File: src/eca_cfg.svh
// Constants for the error code annunciator: register offsets, codes, levels, timing.
// Assumes inclusion by bare name from the package and the modules.
`ifndef ECA_CFG_SVH
`define ECA_CFG_SVH
// Register byte offsets
`define ECA_CTRL_OFS        12'h000
`define ECA_STAT_OFS        12'h004
`define ECA_IRQ_OFS         12'h008
`define ECA_MASK_OFS        12'h00c
// Control bit positions
`define ECA_CTRL_CLEAR_BIT  0
// Error codes, three decimal digits held as binary
`define ECA_CODE_NONE       10'h000
`define ECA_CODE_104        10'd104
`define ECA_CODE_105        10'd105
`define ECA_CODE_106        10'd106
`define ECA_CODE_302        10'd302
`define ECA_CODE_303        10'd303
`define ECA_CODE_111        10'd111
`define ECA_CODE_112        10'd112
`define ECA_CODE_113        10'd113
`define ECA_CODE_114        10'd114
`define ECA_CODE_115        10'd115
`define ECA_CODE_116        10'd116
// Analog levels in millivolts
`define ECA_MV_FULL         14'd10000
`define ECA_MV_5V33         14'd5330
`define ECA_MV_6V66         14'd6660
`define ECA_MV_7V33         14'd7330
`define ECA_MV_8V00         14'd8000
`define ECA_MV_8V66         14'd8660
// Blink timing: 1 Hz full period, each half 500 ms
`define ECA_CLK_HZ          25000000
`define ECA_BLINK_HZ        1
`define ECA_HALF_CYCLES     (`ECA_CLK_HZ / (2 * `ECA_BLINK_HZ))
// Reset values
`define ECA_MASK_RST        2'h3
`endif

File: src/eca_pkg.sv
// Types shared by the annunciator modules.
// Assumes eca_cfg.svh is on the include path.
`include "eca_cfg.svh"
package eca_pkg;
	// Annunciation state
	typedef enum logic [1:0] {
		ECA_IDLE  = 2'b00,
		ECA_WARN  = 2'b01,
		ECA_FAULT = 2'b10
	} eca_state_t;
	typedef logic [9:0]  eca_code_t;
	typedef logic [13:0] eca_mv_t;
endpackage

File: src/eca_lvl_if.sv
// Interface carrying an error code to the level lookup and the level back.
// Assumes both ends run in the same clock domain.
`timescale 1ns/1ps
interface eca_lvl_if;
	import eca_pkg::*;
	eca_code_t code;   // Code to look up
	eca_mv_t   level;  // Error level in millivolts
	logic      known;  // Code has a level
	modport req (output code, input level, known);
	modport rsp (input code, output level, known);
endinterface

File: src/eca_level_map.sv
// Combinational map from error code to analog error level.
// Assumes the caller registers the result.
`timescale 1ns/1ps
`include "eca_cfg.svh"
module eca_level_map
	import eca_pkg::*;
(
	eca_lvl_if.rsp lk
);
	// Lookup of code to level
	always_comb begin
		lk.level = 14'h0000;
		lk.known = 1'b1;
		case (lk.code)
			`ECA_CODE_104, `ECA_CODE_105, `ECA_CODE_106,
			`ECA_CODE_302, `ECA_CODE_303: lk.level = `ECA_MV_5V33;
			`ECA_CODE_111: lk.level = `ECA_MV_6V66;
			`ECA_CODE_112: lk.level = `ECA_MV_7V33;
			`ECA_CODE_113: lk.level = `ECA_MV_8V00;
			`ECA_CODE_114: lk.level = `ECA_MV_8V00;
			`ECA_CODE_115, `ECA_CODE_116: lk.level = `ECA_MV_8V66;
			default: lk.known = 1'b0;
		endcase
	end
endmodule

File: src/eca_top.sv
// Error code annunciator: holds a warning-class code, escalates it on start,
// drives alarm LED, alarm relay and the analog level; APB registers.
// Assumes start and error reports come from same-clock logic; the clear
// request may come from a pin and is synchronised here.
`timescale 1ns/1ps
`include "eca_cfg.svh"
module eca_top
	import eca_pkg::*;
#(
	parameter int HALF_CYCLES = `ECA_HALF_CYCLES
)(
	input  wire logic        clk,
	input  wire logic        rst,
	input  wire logic        start,
	input  wire logic        err_valid,
	input  wire logic [9:0]  err_code,
	input  wire logic        error_clear_request,
	input  wire logic        psel,
	input  wire logic        penable,
	input  wire logic        pwrite,
	input  wire logic [11:0] paddr,
	input  wire logic [31:0] pwdata,
	output logic      [31:0] prdata,
	output logic             pready,
	output logic             pslverr,
	output logic      [13:0] analog_mv,
	output logic             alarm_led,
	output logic             alarm_relay,
	output logic      [9:0]  active_code,
	output logic             irq
);
	eca_state_t  state;       // Annunciation state
	eca_code_t   code;        // Held error code
	eca_mv_t     level;       // Held error level
	logic [24:0] blink_cnt;   // Half period counter
	logic        blink;       // Blink phase, high shows full scale
	logic        clr_s1;      // Pin synchroniser stage one
	logic        clr_s2;      // Pin synchroniser stage two
	logic        clr_pin_d;   // Delayed synchronised pin
	logic        sw_clr;      // Software clear bit
	logic        sw_clr_d;    // Delayed software clear bit
	logic [1:0]  irq_stat;    // Sticky events: 0 warning, 1 fault
	logic [1:0]  irq_mask;    // Interrupt enables
	logic        clr_fall;    // Clear request released
	logic        apb_wr;      // Write access strobe
	logic        set_warn;    // New warning accepted
	logic        set_fault;   // Escalation now
	logic [31:0] next_prdata; // Read mux

	eca_lvl_if lk();

	eca_level_map u_map (
		.lk (lk)
	);

	assign lk.code = err_code;

	// Clear request from the pin; first stage only feeds the second
	always_ff @(posedge clk or posedge rst) begin
		if (rst) begin
			clr_s1    <= 1'b0;
			clr_s2    <= 1'b0;
			clr_pin_d <= 1'b0;
			sw_clr_d  <= 1'b0;
		end else begin
			clr_s1    <= error_clear_request;
			clr_s2    <= clr_s1;
			clr_pin_d <= clr_s2;
			sw_clr_d  <= sw_clr;
		end
	end

	// act on the falling edge of either clear source
	assign clr_fall = (clr_pin_d & ~clr_s2) | (sw_clr_d & ~sw_clr);
	assign set_warn = err_valid & lk.known & (state == ECA_IDLE) & ~clr_fall;
	assign set_fault = (state == ECA_WARN) & start & ~clr_fall;
	assign apb_wr = psel & penable & pwrite;

	// Annunciation state machine
	always_ff @(posedge clk or posedge rst) begin
		if (rst) begin
			state <= ECA_IDLE;
			code  <= `ECA_CODE_NONE;
			level <= 14'h0000;
		end else begin
			case (state)
				ECA_IDLE: begin
					if (set_warn) begin
						state <= ECA_WARN;
						code  <= err_code;
						level <= lk.level;
					end
				end
				ECA_WARN: begin
					// clear only on release of the request
					if (clr_fall) begin
						state <= ECA_IDLE;
						code  <= `ECA_CODE_NONE;
						level <= 14'h0000;
					// start turns the warning into a fault
					end else if (start) begin
						state <= ECA_FAULT;
					end
				end
				ECA_FAULT: begin
					// fault leaves only through a released clear
					if (clr_fall) begin
						state <= ECA_IDLE;
						code  <= `ECA_CODE_NONE;
						level <= 14'h0000;
					end
				end
				default: state <= ECA_IDLE;
			endcase
		end
	end

	// half period counter for 1 Hz alternation
	always_ff @(posedge clk or posedge rst) begin
		if (rst) begin
			blink_cnt <= 25'h0000000;
			blink     <= 1'b0;
		end else if (state != ECA_WARN) begin
			// Restart phase so every warning opens on the error level
			blink_cnt <= 25'h0000000;
			blink     <= 1'b0;
		end else if (blink_cnt == 25'(HALF_CYCLES - 1)) begin
			blink_cnt <= 25'h0000000;
			blink     <= ~blink;
		end else begin
			blink_cnt <= blink_cnt + 25'h0000001;
		end
	end

	// Output drivers, all registered
	always_ff @(posedge clk or posedge rst) begin
		if (rst) begin
			analog_mv   <= 14'h0000;
			alarm_led   <= 1'b0;
			alarm_relay <= 1'b0;
			active_code <= 10'h000;
		end else begin
			active_code <= code;
			case (state)
				// alternate level and full scale, LED blinks, relay off
				ECA_WARN: begin
					analog_mv   <= blink ? `ECA_MV_FULL : level;
					alarm_led   <= ~blink;
					alarm_relay <= 1'b0;
				end
				// steady level, LED on, relay energised
				ECA_FAULT: begin
					analog_mv   <= level;
					alarm_led   <= 1'b1;
					alarm_relay <= 1'b1;
				end
				// Temperature display is not this block's job; idle shows zero
				default: begin
					analog_mv   <= 14'h0000;
					alarm_led   <= 1'b0;
					alarm_relay <= 1'b0;
				end
			endcase
		end
	end

	// Software control and interrupt mask registers
	always_ff @(posedge clk or posedge rst) begin
		if (rst) begin
			sw_clr   <= 1'b0;
			irq_mask <= `ECA_MASK_RST;
		end else if (apb_wr & pready) begin
			if (paddr == `ECA_CTRL_OFS) begin
				sw_clr <= pwdata[`ECA_CTRL_CLEAR_BIT];
			end else if (paddr == `ECA_MASK_OFS) begin
				irq_mask <= pwdata[1:0];
			end
		end
	end

	// Sticky events; a new event wins over a clear in the same cycle
	always_ff @(posedge clk or posedge rst) begin
		if (rst) begin
			irq_stat <= 2'b00;
		end else begin
			if (apb_wr & pready & (paddr == `ECA_IRQ_OFS)) begin
				irq_stat <= (irq_stat & ~pwdata[1:0]) | {set_fault, set_warn};
			end else begin
				irq_stat <= irq_stat | {set_fault, set_warn};
			end
		end
	end

	// Level interrupt from unmasked sticky bits
	always_ff @(posedge clk or posedge rst) begin
		if (rst) begin
			irq <= 1'b0;
		end else begin
			irq <= |(irq_stat & irq_mask);
		end
	end

	// Read mux; unmapped addresses answer with an error
	always_comb begin
		next_prdata = 32'h00000000;
		if (paddr == `ECA_CTRL_OFS) begin
			next_prdata = {31'h0, sw_clr};
		end else if (paddr == `ECA_STAT_OFS) begin
			next_prdata = {20'h0, code, state};
		end else if (paddr == `ECA_IRQ_OFS) begin
			next_prdata = {30'h0, irq_stat};
		end else if (paddr == `ECA_MASK_OFS) begin
			next_prdata = {30'h0, irq_mask};
		end
	end

	// APB slave: one wait state, answer in the access phase's second cycle
	always_ff @(posedge clk or posedge rst) begin
		if (rst) begin
			pready  <= 1'b0;
			pslverr <= 1'b0;
			prdata  <= 32'h00000000;
		end else if (psel & penable & ~pready) begin
			pready  <= 1'b1;
			prdata  <= pwrite ? 32'h00000000 : next_prdata;
			pslverr <= (paddr != `ECA_CTRL_OFS) && (paddr != `ECA_STAT_OFS) &&
			           (paddr != `ECA_IRQ_OFS) && (paddr != `ECA_MASK_OFS);
		end else begin
			pready  <= 1'b0;
			pslverr <= 1'b0;
		end
	end
endmodule

File: config.mk
export PLATFORM = sky130hd
export DESIGN_NAME = eca_top
export DESIGN_NICKNAME = d
export VERILOG_FILES = /design/src/eca_pkg.sv /design/src/eca_lvl_if.sv /design/src/eca_level_map.sv /design/src/eca_top.sv
export VERILOG_INCLUDE_DIRS = /design/src
export SDC_FILE = /design/constraint.sdc
export NUM_CORES = 1
export LEC_CHECK = 0
export BUFFER_PORTS_ARGS = -buffer_cell sky130_fd_sc_hd__buf_2
export CAP_MARGIN = 40
export CORE_MARGIN = 4
export CORE_UTILIZATION = 30
export CTS_CLUSTER_DIAMETER = 100
export DETAILED_ROUTE_END_ITERATION = 16
export GPL_ROUTABILITY_DRIVEN = 0
export HOLD_SLACK_MARGIN = 0.08
export PLACE_DENSITY = 0.5
export SYNTH_ARGS = -nofsm -noshare
export SYNTH_HDL_FRONTEND = slang
export SYNTH_SLANG_ARGS = --single-unit
File: constraint.sdc
create_clock -name clk -period 8.4 [get_ports clk]
set_clock_uncertainty 0.15 [all_clocks]
set_input_delay 1.68 -clock clk [delete_from_list [all_inputs] [get_ports clk]]
set_output_delay 1.68 -clock clk [all_outputs]
set_load 0.02 [all_outputs]
# [Word-level counts from Yosys, hierarchy flattened]
# Cells that the tools add are included.
[op_classes] addsub=1 eq_ne=25 mux=29 n_bitwise=24 reduce_logical=18
[op_table] cell="10-bit by 7-bit equality test with 1-bit output, second input constant" n=9
[op_table] cell="14-bit case mux with 5 select lines" n=1
[op_table] cell="14-bit case mux with 2 select lines" n=2
[op_table] cell="25-bit 2-to-1 mux" n=2
[op_table] cell="14-bit 2-to-1 mux" n=3
[op_table] cell="32-bit 2-to-1 mux" n=1
[op_table] cell="25-bit by 1-bit adder with 25-bit output, second input constant" n=1
[op_table] cell="25-bit by 24-bit equality test with 1-bit output, second input constant" n=1
[op_table] cell="12-bit by 4-bit equality test with 1-bit output, second input constant" n=2
[op_table] cell="12-bit 2-to-1 mux" n=2
[op_table] cell="12-bit by 4-bit inequality test with 1-bit output, second input constant" n=2
[op_table] cell="10-bit by 9-bit equality test with 1-bit output, second input constant" n=2
[op_table] cell="10-bit 2-to-1 mux" n=2
[op_table] cell="10-bit case mux with 2 select lines" n=1
[op_table] cell="2-bit 2-to-1 mux" n=7
[op_table] cell="1-bit bitwise AND" n=12
[op_table] cell="12-bit by 3-bit equality test with 1-bit output, second input constant" n=1
[op_table] cell="12-bit logical NOT" n=1
[op_table] cell="12-bit by 3-bit inequality test with 1-bit output, second input constant" n=1
[op_table] cell="12-bit nonzero test" n=1
[op_table] cell="11-bit OR reduction" n=1
[op_table] cell="3-bit AND reduction" n=3
[op_table] cell="2-bit OR reduction" n=4
[op_table] cell="1-bit 2-to-1 mux" n=6
[op_table] cell="other kinds (17)" n=29
[totals] ff_bits=122 out_inout_bits=61 elab_cells=117

# [Depth between registers and ports, before layout]
# Gate-level depths: netlist of the first run.
[depth] depth_word=8 mapped_depth=8 depth_no_buf=7

# [Cells and area by module]
# A second synthesis of the first run with hierarchy kept.
[unflattened] cells_unflattened=423 hier_area_um2=4817.1
[modules_own_cells] module="eca_top" instances=1 cells_each=385 area_each_um2=4536.9
[modules_own_cells] module="eca_level_map" instances=1 cells_each=38 area_each_um2=280.3

# [Worst setup path before layout of the first run]
# OpenSTA, ideal clock, no wires.
[synth_path] path_kind="input-to-reg" from="input port err_code[4]" to="register level[1]" setup_ns=0.125 arrival_ns=3.068 t_required_ns=8.125 setup_slack_ns=5.057 stages=6 path_buffers=1 cell_sequence="and2b_1 > a32o_1 > a221oi_4 > or2_4 > buf_8 > mux2_4"
[synth_via] elab_chain_cells=8 word_cells_on_any_way=24
[synth_rtl] element="from (decl)" line="eca_top.sv:16" text="input wire logic [9:0] err_code,"
[synth_rtl] element="10-bit by 7-bit equality test with 1-bit output or 10-bit by 9-bit equality test with 1-bit output (tied branches)" line="eca_level_map.sv:14" text="case (lk.code)"
[synth_rtl] element="11-bit OR reduction (no source line)"
[synth_rtl] element="1-bit 2-to-1 mux" line="eca_level_map.sv:14"
[synth_rtl] element="1-bit bitwise AND (3 in series)" line="eca_top.sv:75" text="assign set_warn = err_valid & lk.known & (state == ECA_IDLE) & ~clr_fall;"
[synth_rtl] element="2-bit inequality test (no source line)"
[synth_rtl] element="3-bit AND reduction (no source line)"
[synth_rtl] element="to (signal assigned)" line="eca_top.sv:91" text="level <= lk.level;"
[synth_rtl] element="to (decl)" line="eca_top.sv:34" text="eca_mv_t level;"
# Several ways; a longest one is shown, not always the timed one. The select of a mux whose other input is x is not followed.
# A chain may end at the register's enable or synchronous reset.

# [Worst setup path after layout of the first run]
[layout_path] from="input port err_code[2]" to="register level[7]"
# The elaborated chain is that of the path after synthesis.

==> impl_metrics.toml, run 1 <==
[power]
leakage_nw = 2.47
powerDensity_mw_per_mm2 = 227
irDropWorstVdd_v = 0.000145

[clock_network]
cts_buffer_depth = 2
hold_buffers = 0
cts.sinks = 98
clockRootBuffer = "clkbuf_16"
worstSkewPairLatency_ns = 0.35
cts_tree = "built"
post-cts-setup-buffers = 0
ctsResizeCount = 0
numCtsBuffers = 9
htree_levels = 3
clk_pin_slew_ns = 0.06

[yosys]
ys_seq_area_frac = 0.553
ys.flop_type = "dfrtp_1"
synth_cell_type_count = 60
syn_avg_cell_area_sq_um = 11.0
async_reset_ff_frac = 1.00
synthCells = 403
netlist_area_sq_mm = 0.00444
ys_warn_count = 0
ys_ff_latch = 98
synth_edf_count = 0

[grt]
grt_use_total = 0.119
antenna_found_initial = 1
grt_pass1_vias = 3009
grt_max_degree = 66
grt_overflow = 0
grt_pass1_wl_mm = 15.6

[min_path]
hold_depth = 0
hold_class = "reg2reg"

[final_layout]
layout_common_cells = "dfrtp_1 (96), buf_2 (70), nor2_1 (39), o21ai_0 (38), conb_1 (22)"
n_antenna_cell = 0
final_area_sq_mm = 0.00519
layout.nets = 539
final_common_cell = "dfrtp_1"
final_layout_size_suffix_gt1_frac = 0.236
area_delta_synth_final_pct = 16.9
fillers = 1487

[sta]
relSlewSlack = 0.449
worst_pin_slew_ns = 0.826
fmax_mhz = 276
hold_violations = 0
min_period_ns = 3.62
setup_ws_ns = 4.78
period_share = 0.431
final_max_slew_viol_count = 0
finalSetupTns_ns = 0
setup_viol = 0
rsz0062_at_grt = "false"

[critical_path]
r2r_cells = 7
crit_path_top_delay_cell = "a221oi_4"
slowest_delay_ns = 0.59
r2r_slack_ns = 5.62
arrival_ns = 3.71
critical_path_required_ns = 8.48
crit_fanout = 22
cp_cell_sequence = "buf_2 -> o21ai_1 -> a32o_1 -> a221oi_4 -> or2_4 -> mux2_2"
endpoint_kind = "register"
start_kind = "primary input"
worstSetupPathType = "in2reg"

[floorplanning]
start_util = 0.306
coreArea_sq_mm = 0.0145
rows = 44
pin_count = 123
die_w_microns = 130
fp.dieArea_sq_mm = 0.0168
die_y_microns = 130

[routing]
drc_errors = 0
wire_per_inst_microns = 14.3
drt_pass1_iterations = 4
routed-via-count = 3069
avgViaCountPerCell = 4.64
drtIter0Drc = 164
final_antenna_net_count = 0
wl_mm = 9.45

[flow_run]
cap_violations = 0

[status]
status = "complete, no violations"

[place]
portBuffers = 70
pre_cts_ws_ns = 4.38
dpl.hpwl_mm = 6.89
postPlaceCellArea_sq_mm = 0.00490
registers in the layout (all words and copies together), names as in the netlist, 2 cells and up:
signal       count
active_code     10
analog_mv       12
blink_cnt       25
code            10
irq_mask         2
irq_stat         2
level           12
prdata          12
state            2
worst paths after layout:
| kind | startpoint | end |
|---|---|---|
| max in group asynchronous | rst | pslverr |
| worst min-delay path | clr_s1 | clr_s2 |
| worst max-delay path | err_code[2] | level[7] |
| worst min register to register | clr_s1 | clr_s2 |
| worst max register to register | state[0] | level[1] |
| min in group asynchronous | rst | analog_mv[5] |
critical path: cells and delay by family:
family | cells | cell delay (ns)
muxes | 1 | 0.37
buffers and inverters | 1 | 0.22
AOI/OAI and AO/OA | 3 | 1.02
and+or+nand+nor | 1 | 0.41
metrics by stage:
stage / std cells / hold slack [ns] / total power [mW] / util
6_report: 662 / 0.203 / 1.18 / 0.357
5_1_grt: 662 / 0.232 / 1.24 / 0.357
4_1_cts: 662 / 0.204 / 1.20 / 0.357
3_5_place_dp: 646 / 0.189 / 0.786 / 0.337
3_3_place_gp: 645 / 0.184 / 0.778 / 0.336
2_1_floorplan: 424 / 0.181 / 0.715 / -
cells in the mapped netlist, types with 6 or more instances:
library cell | n | area share
dfrtp_1 | 96 | 0.54
nor2_1 | 39 | 0.033
o21ai_0 | 38 | 0.043
buf_4 | 22 | 0.037
nand2_1 | 20 | 0.017
xor2_1 | 19 | 0.037
a22o_1 | 14 | 0.028
nand3_1 | 14 | 0.016
and2_1 | 12 | 0.017
inv_1 | 10 | 0.0085
nand4_1 | 9 | 0.013
clkbuf_1 | 7 | 0.0059
nor3_1 | 7 | 0.0079
mux2_2 | 6 | 0.015
nand2b_1 | 6 | 0.0085
nor4_1 | 6 | 0.0085
xnor2_1 | 6 | 0.012
layer usage:
layer / routed length (microns) / vias up / global-route usage
met5: 7 / - / 0
met4: 112 / 2 / 0.0385
met3: 445 / 11 / 0.0400
met2: 4730 / 57 / 0.192
met1: 4160 / 1511 / 0.150
li1: - / 1488 / -
cell type report:
cell class              count  area, sq um  area share
multi-input cells         281         1800       0.346
inverters                  10         40.0     0.00771
clock buffers               9          225      0.0434
repair buffers             73          377      0.0725
well taps                 184          230      0.0443
clock inverters             7         68.8      0.0133
flip-flops and latches     98         2450       0.473
cells by family (layout without fill, tap and decap cells):
logic type,count (synthesis),in the layout,synth area share
and+or+nand+nor,144,144,0.178
DFF,98,98,0.553
AOI/OAI and AO/OA,75,75,0.115
buffers and inverters,45,99,0.0606
xor gates and xnor gates,25,25,0.0493
muxes,11,11,0.0327
adders and majority gates,4,4,0.0113
other,1,22,0.000844
power by group:
group | total [mW] | internal, mW | switching, mW
Clock | 0.408 | 0.230 | 0.178
Combinational | 0.225 | 0.0744 | 0.151
Sequential | 0.545 | 0.518 | 0.0273
Total | 1.18 | 0.822 | 0.356
No activity file was read; power rests on OpenSTA's default activity.
==> run 2, diff against run 1 <==
- clock period: 8.4 -> 3.5 ns (I/O delays scaled with it)
==> run 2 against run 1 <==
Compared with the run above:
- core utilization up 0.23 points
- setup slack worse by 3.8 ns
- first-iteration DRC count down 9.1%
- critical path type is now reg2reg
- critical endpoint is now level[4]
- largest power group unchanged
==> impl_metrics.toml, run 2 (same netlist as run 1, synthesis figures left out) <==
[status]
status = "complete, no violations"

[floorplanning]
die_w_microns = 130
die_y_microns = 130
coreArea_sq_mm = 0.0145
start_util = 0.306
fp.dieArea_sq_mm = 0.0168
pin_count = 123
rows = 44

[critical_path]
cp_cell_sequence = "inv_1 -> ha_1 -> nor4_1 -> a31oi_1 -> buf_4 -> or2_4 -> mux2_4"
endpoint_kind = "register"
arrival_ns = 2.58
worstSetupPathType = "reg2reg"
crit_fanout = 22
slowest_delay_ns = 0.48
critical_path_required_ns = 3.58
crit_path_top_delay_cell = "nor4_1"
start_kind = "register"

[sta]
whs_ns = 0.211
period_share = 0.714
finalSetupTns_ns = 0
hold_violations = 0
final_max_slew_viol_count = 0
relSlewSlack = 0.491
fmax_mhz = 400
rsz0062_at_grt = "false"
setup_viol = 0
worst_pin_slew_ns = 0.756
min_period_ns = 2.50

[routing]
wl_mm = 9.60
drt_pass1_iterations = 4
avgViaCountPerCell = 4.64
drtIter0Drc = 149
drc_errors = 0
wire_per_inst_microns = 14.4
final_antenna_net_count = 0
routed-via-count = 3083

[power]
p_clk_frac = 0.335
pwr-share-seq = 0.467
combPwrFrac = 0.198
powerDensity_mw_per_mm2 = 536
p_int_mw = 1.95
switching_power_mw = 0.848
irDropWorstVdd_v = 0.000218
leakage_nw = 2.49
swShare = 0.303

[clock_network]
post-cts-setup-buffers = 0
cts_buffer_depth = 2
clk_pin_slew_ns = 0.06
clockRootBuffer = "clkbuf_16"
hold_buffers = 0
cts_tree = "built"
cts.sinks = 98
htree_levels = 3
ctsResizeCount = 0
numCtsBuffers = 9
worstSkewPairLatency_ns = 0.35

[final_layout]
final_layout_size_suffix_gt1_frac = 0.239
n_antenna_cell = 0
layout.nets = 543
area_delta_synth_final_pct = 17.7
final_common_cell = "dfrtp_1"
layout_common_cells = "dfrtp_1 (96), buf_2 (70), nor2_1 (39), o21ai_0 (38), conb_1 (22)"
regMostFlops = "blink_cnt"
largest_reg_flops = 25
fin_util = 0.360
final_area_sq_mm = 0.00523

[place]
postPlaceCellArea_sq_mm = 0.00494
dpl.hpwl_mm = 6.99
portBuffers = 70

[grt]
grt_use_total = 0.122
antenna_found_initial = 0
grt_overflow = 0
grt_pass1_vias = 3147
grt_max_degree = 53
grt_pass1_wl_mm = 15.9

[min_path]
hold_class = "reg2reg"

[flow_run]
cap_violations = 0
[run 2: cell types whose count changed in the layout (fill, tap and decap cells not counted), moves of 2 or more]
cell	previous run	this run
buf_4	2	6
clkbuf_8	0	2
clkinv_2	3	0
clkinv_4	0	2
[run 2: layer usage]
layer / global-route usage / wire length, microns / vias up
li1: - / - / 1511
met5: 0 / 0 / -
met1: 0.146 / 4110 / 1511
met2: 0.203 / 4880 / 51
met3: 0.0433 / 492 / 10
met4: 0.0428 / 115 / 0
[run 2: path summary, 6_finish.rpt]
| kind | endpoint | start | cells after the start | slack [ns] |
|---|---|---|---|---|
| worst max register to register | level[4] | state[0] | 7 | 1.00 |
| min in group asynchronous | level[6] | rst | 2 | 0.22 |
| worst min-delay path | clr_s2 | clr_s1 | 0 | 0.21 |
| worst max-delay path | level[4] | state[0] | 7 | 1.00 |
| max in group asynchronous | active_code[5] | rst | 4 | 2.18 |
| worst min register to register | clr_s2 | clr_s1 | 0 | 0.21 |
[run 2: worst max-delay path: cells and delay by family (launching register included)]
family                   cells  cell delay (ns)
AND/OR/NAND/NOR              2             0.85
flip-flops                   1             0.38
multiplexers                 1             0.32
adder cells (fa/ha/maj)      1             0.31
buffers and inverters        2             0.30
AO/OA/AOI/OAI                1             0.07
[run 2: power groups by stage]
stage / clock network [mW] / logic [mW] / registers, mW
CTS: 0.974 / 0.565 / 1.31
detailed placement: 0 / 0.563 / 1.33
global route: 1.03 / 0.619 / 1.32
floorplan: 0 / 0.342 / 1.37
global placement: 0 / 0.556 / 1.33
finish: 0.939 / 0.555 / 1.31
[run 2: stage by stage]
step	worst slack [ns]	cells	total power, mW
2_1_floorplan	0.0912	424	1.72
3_3_place_gp	0.890	649	1.89
3_5_place_dp	0.872	650	1.90
4_1_cts	1.02	665	2.85
5_1_grt	0.889	665	2.97
6_report	1.00	665	2.80
[run 2: cell type report]
| cell class | instances | area (sq um) |
|---|---|---|
| fillers | 1470 | 9310 |
| flip-flops and latches | 98 | 2450 |
| multi-input cells | 281 | 1800 |
| repair buffers | 77 | 423 |
| clock buffers | 12 | 256 |
| well taps | 184 | 230 |
| inverters | 10 | 40.0 |
| clock inverters | 3 | 25.0 |
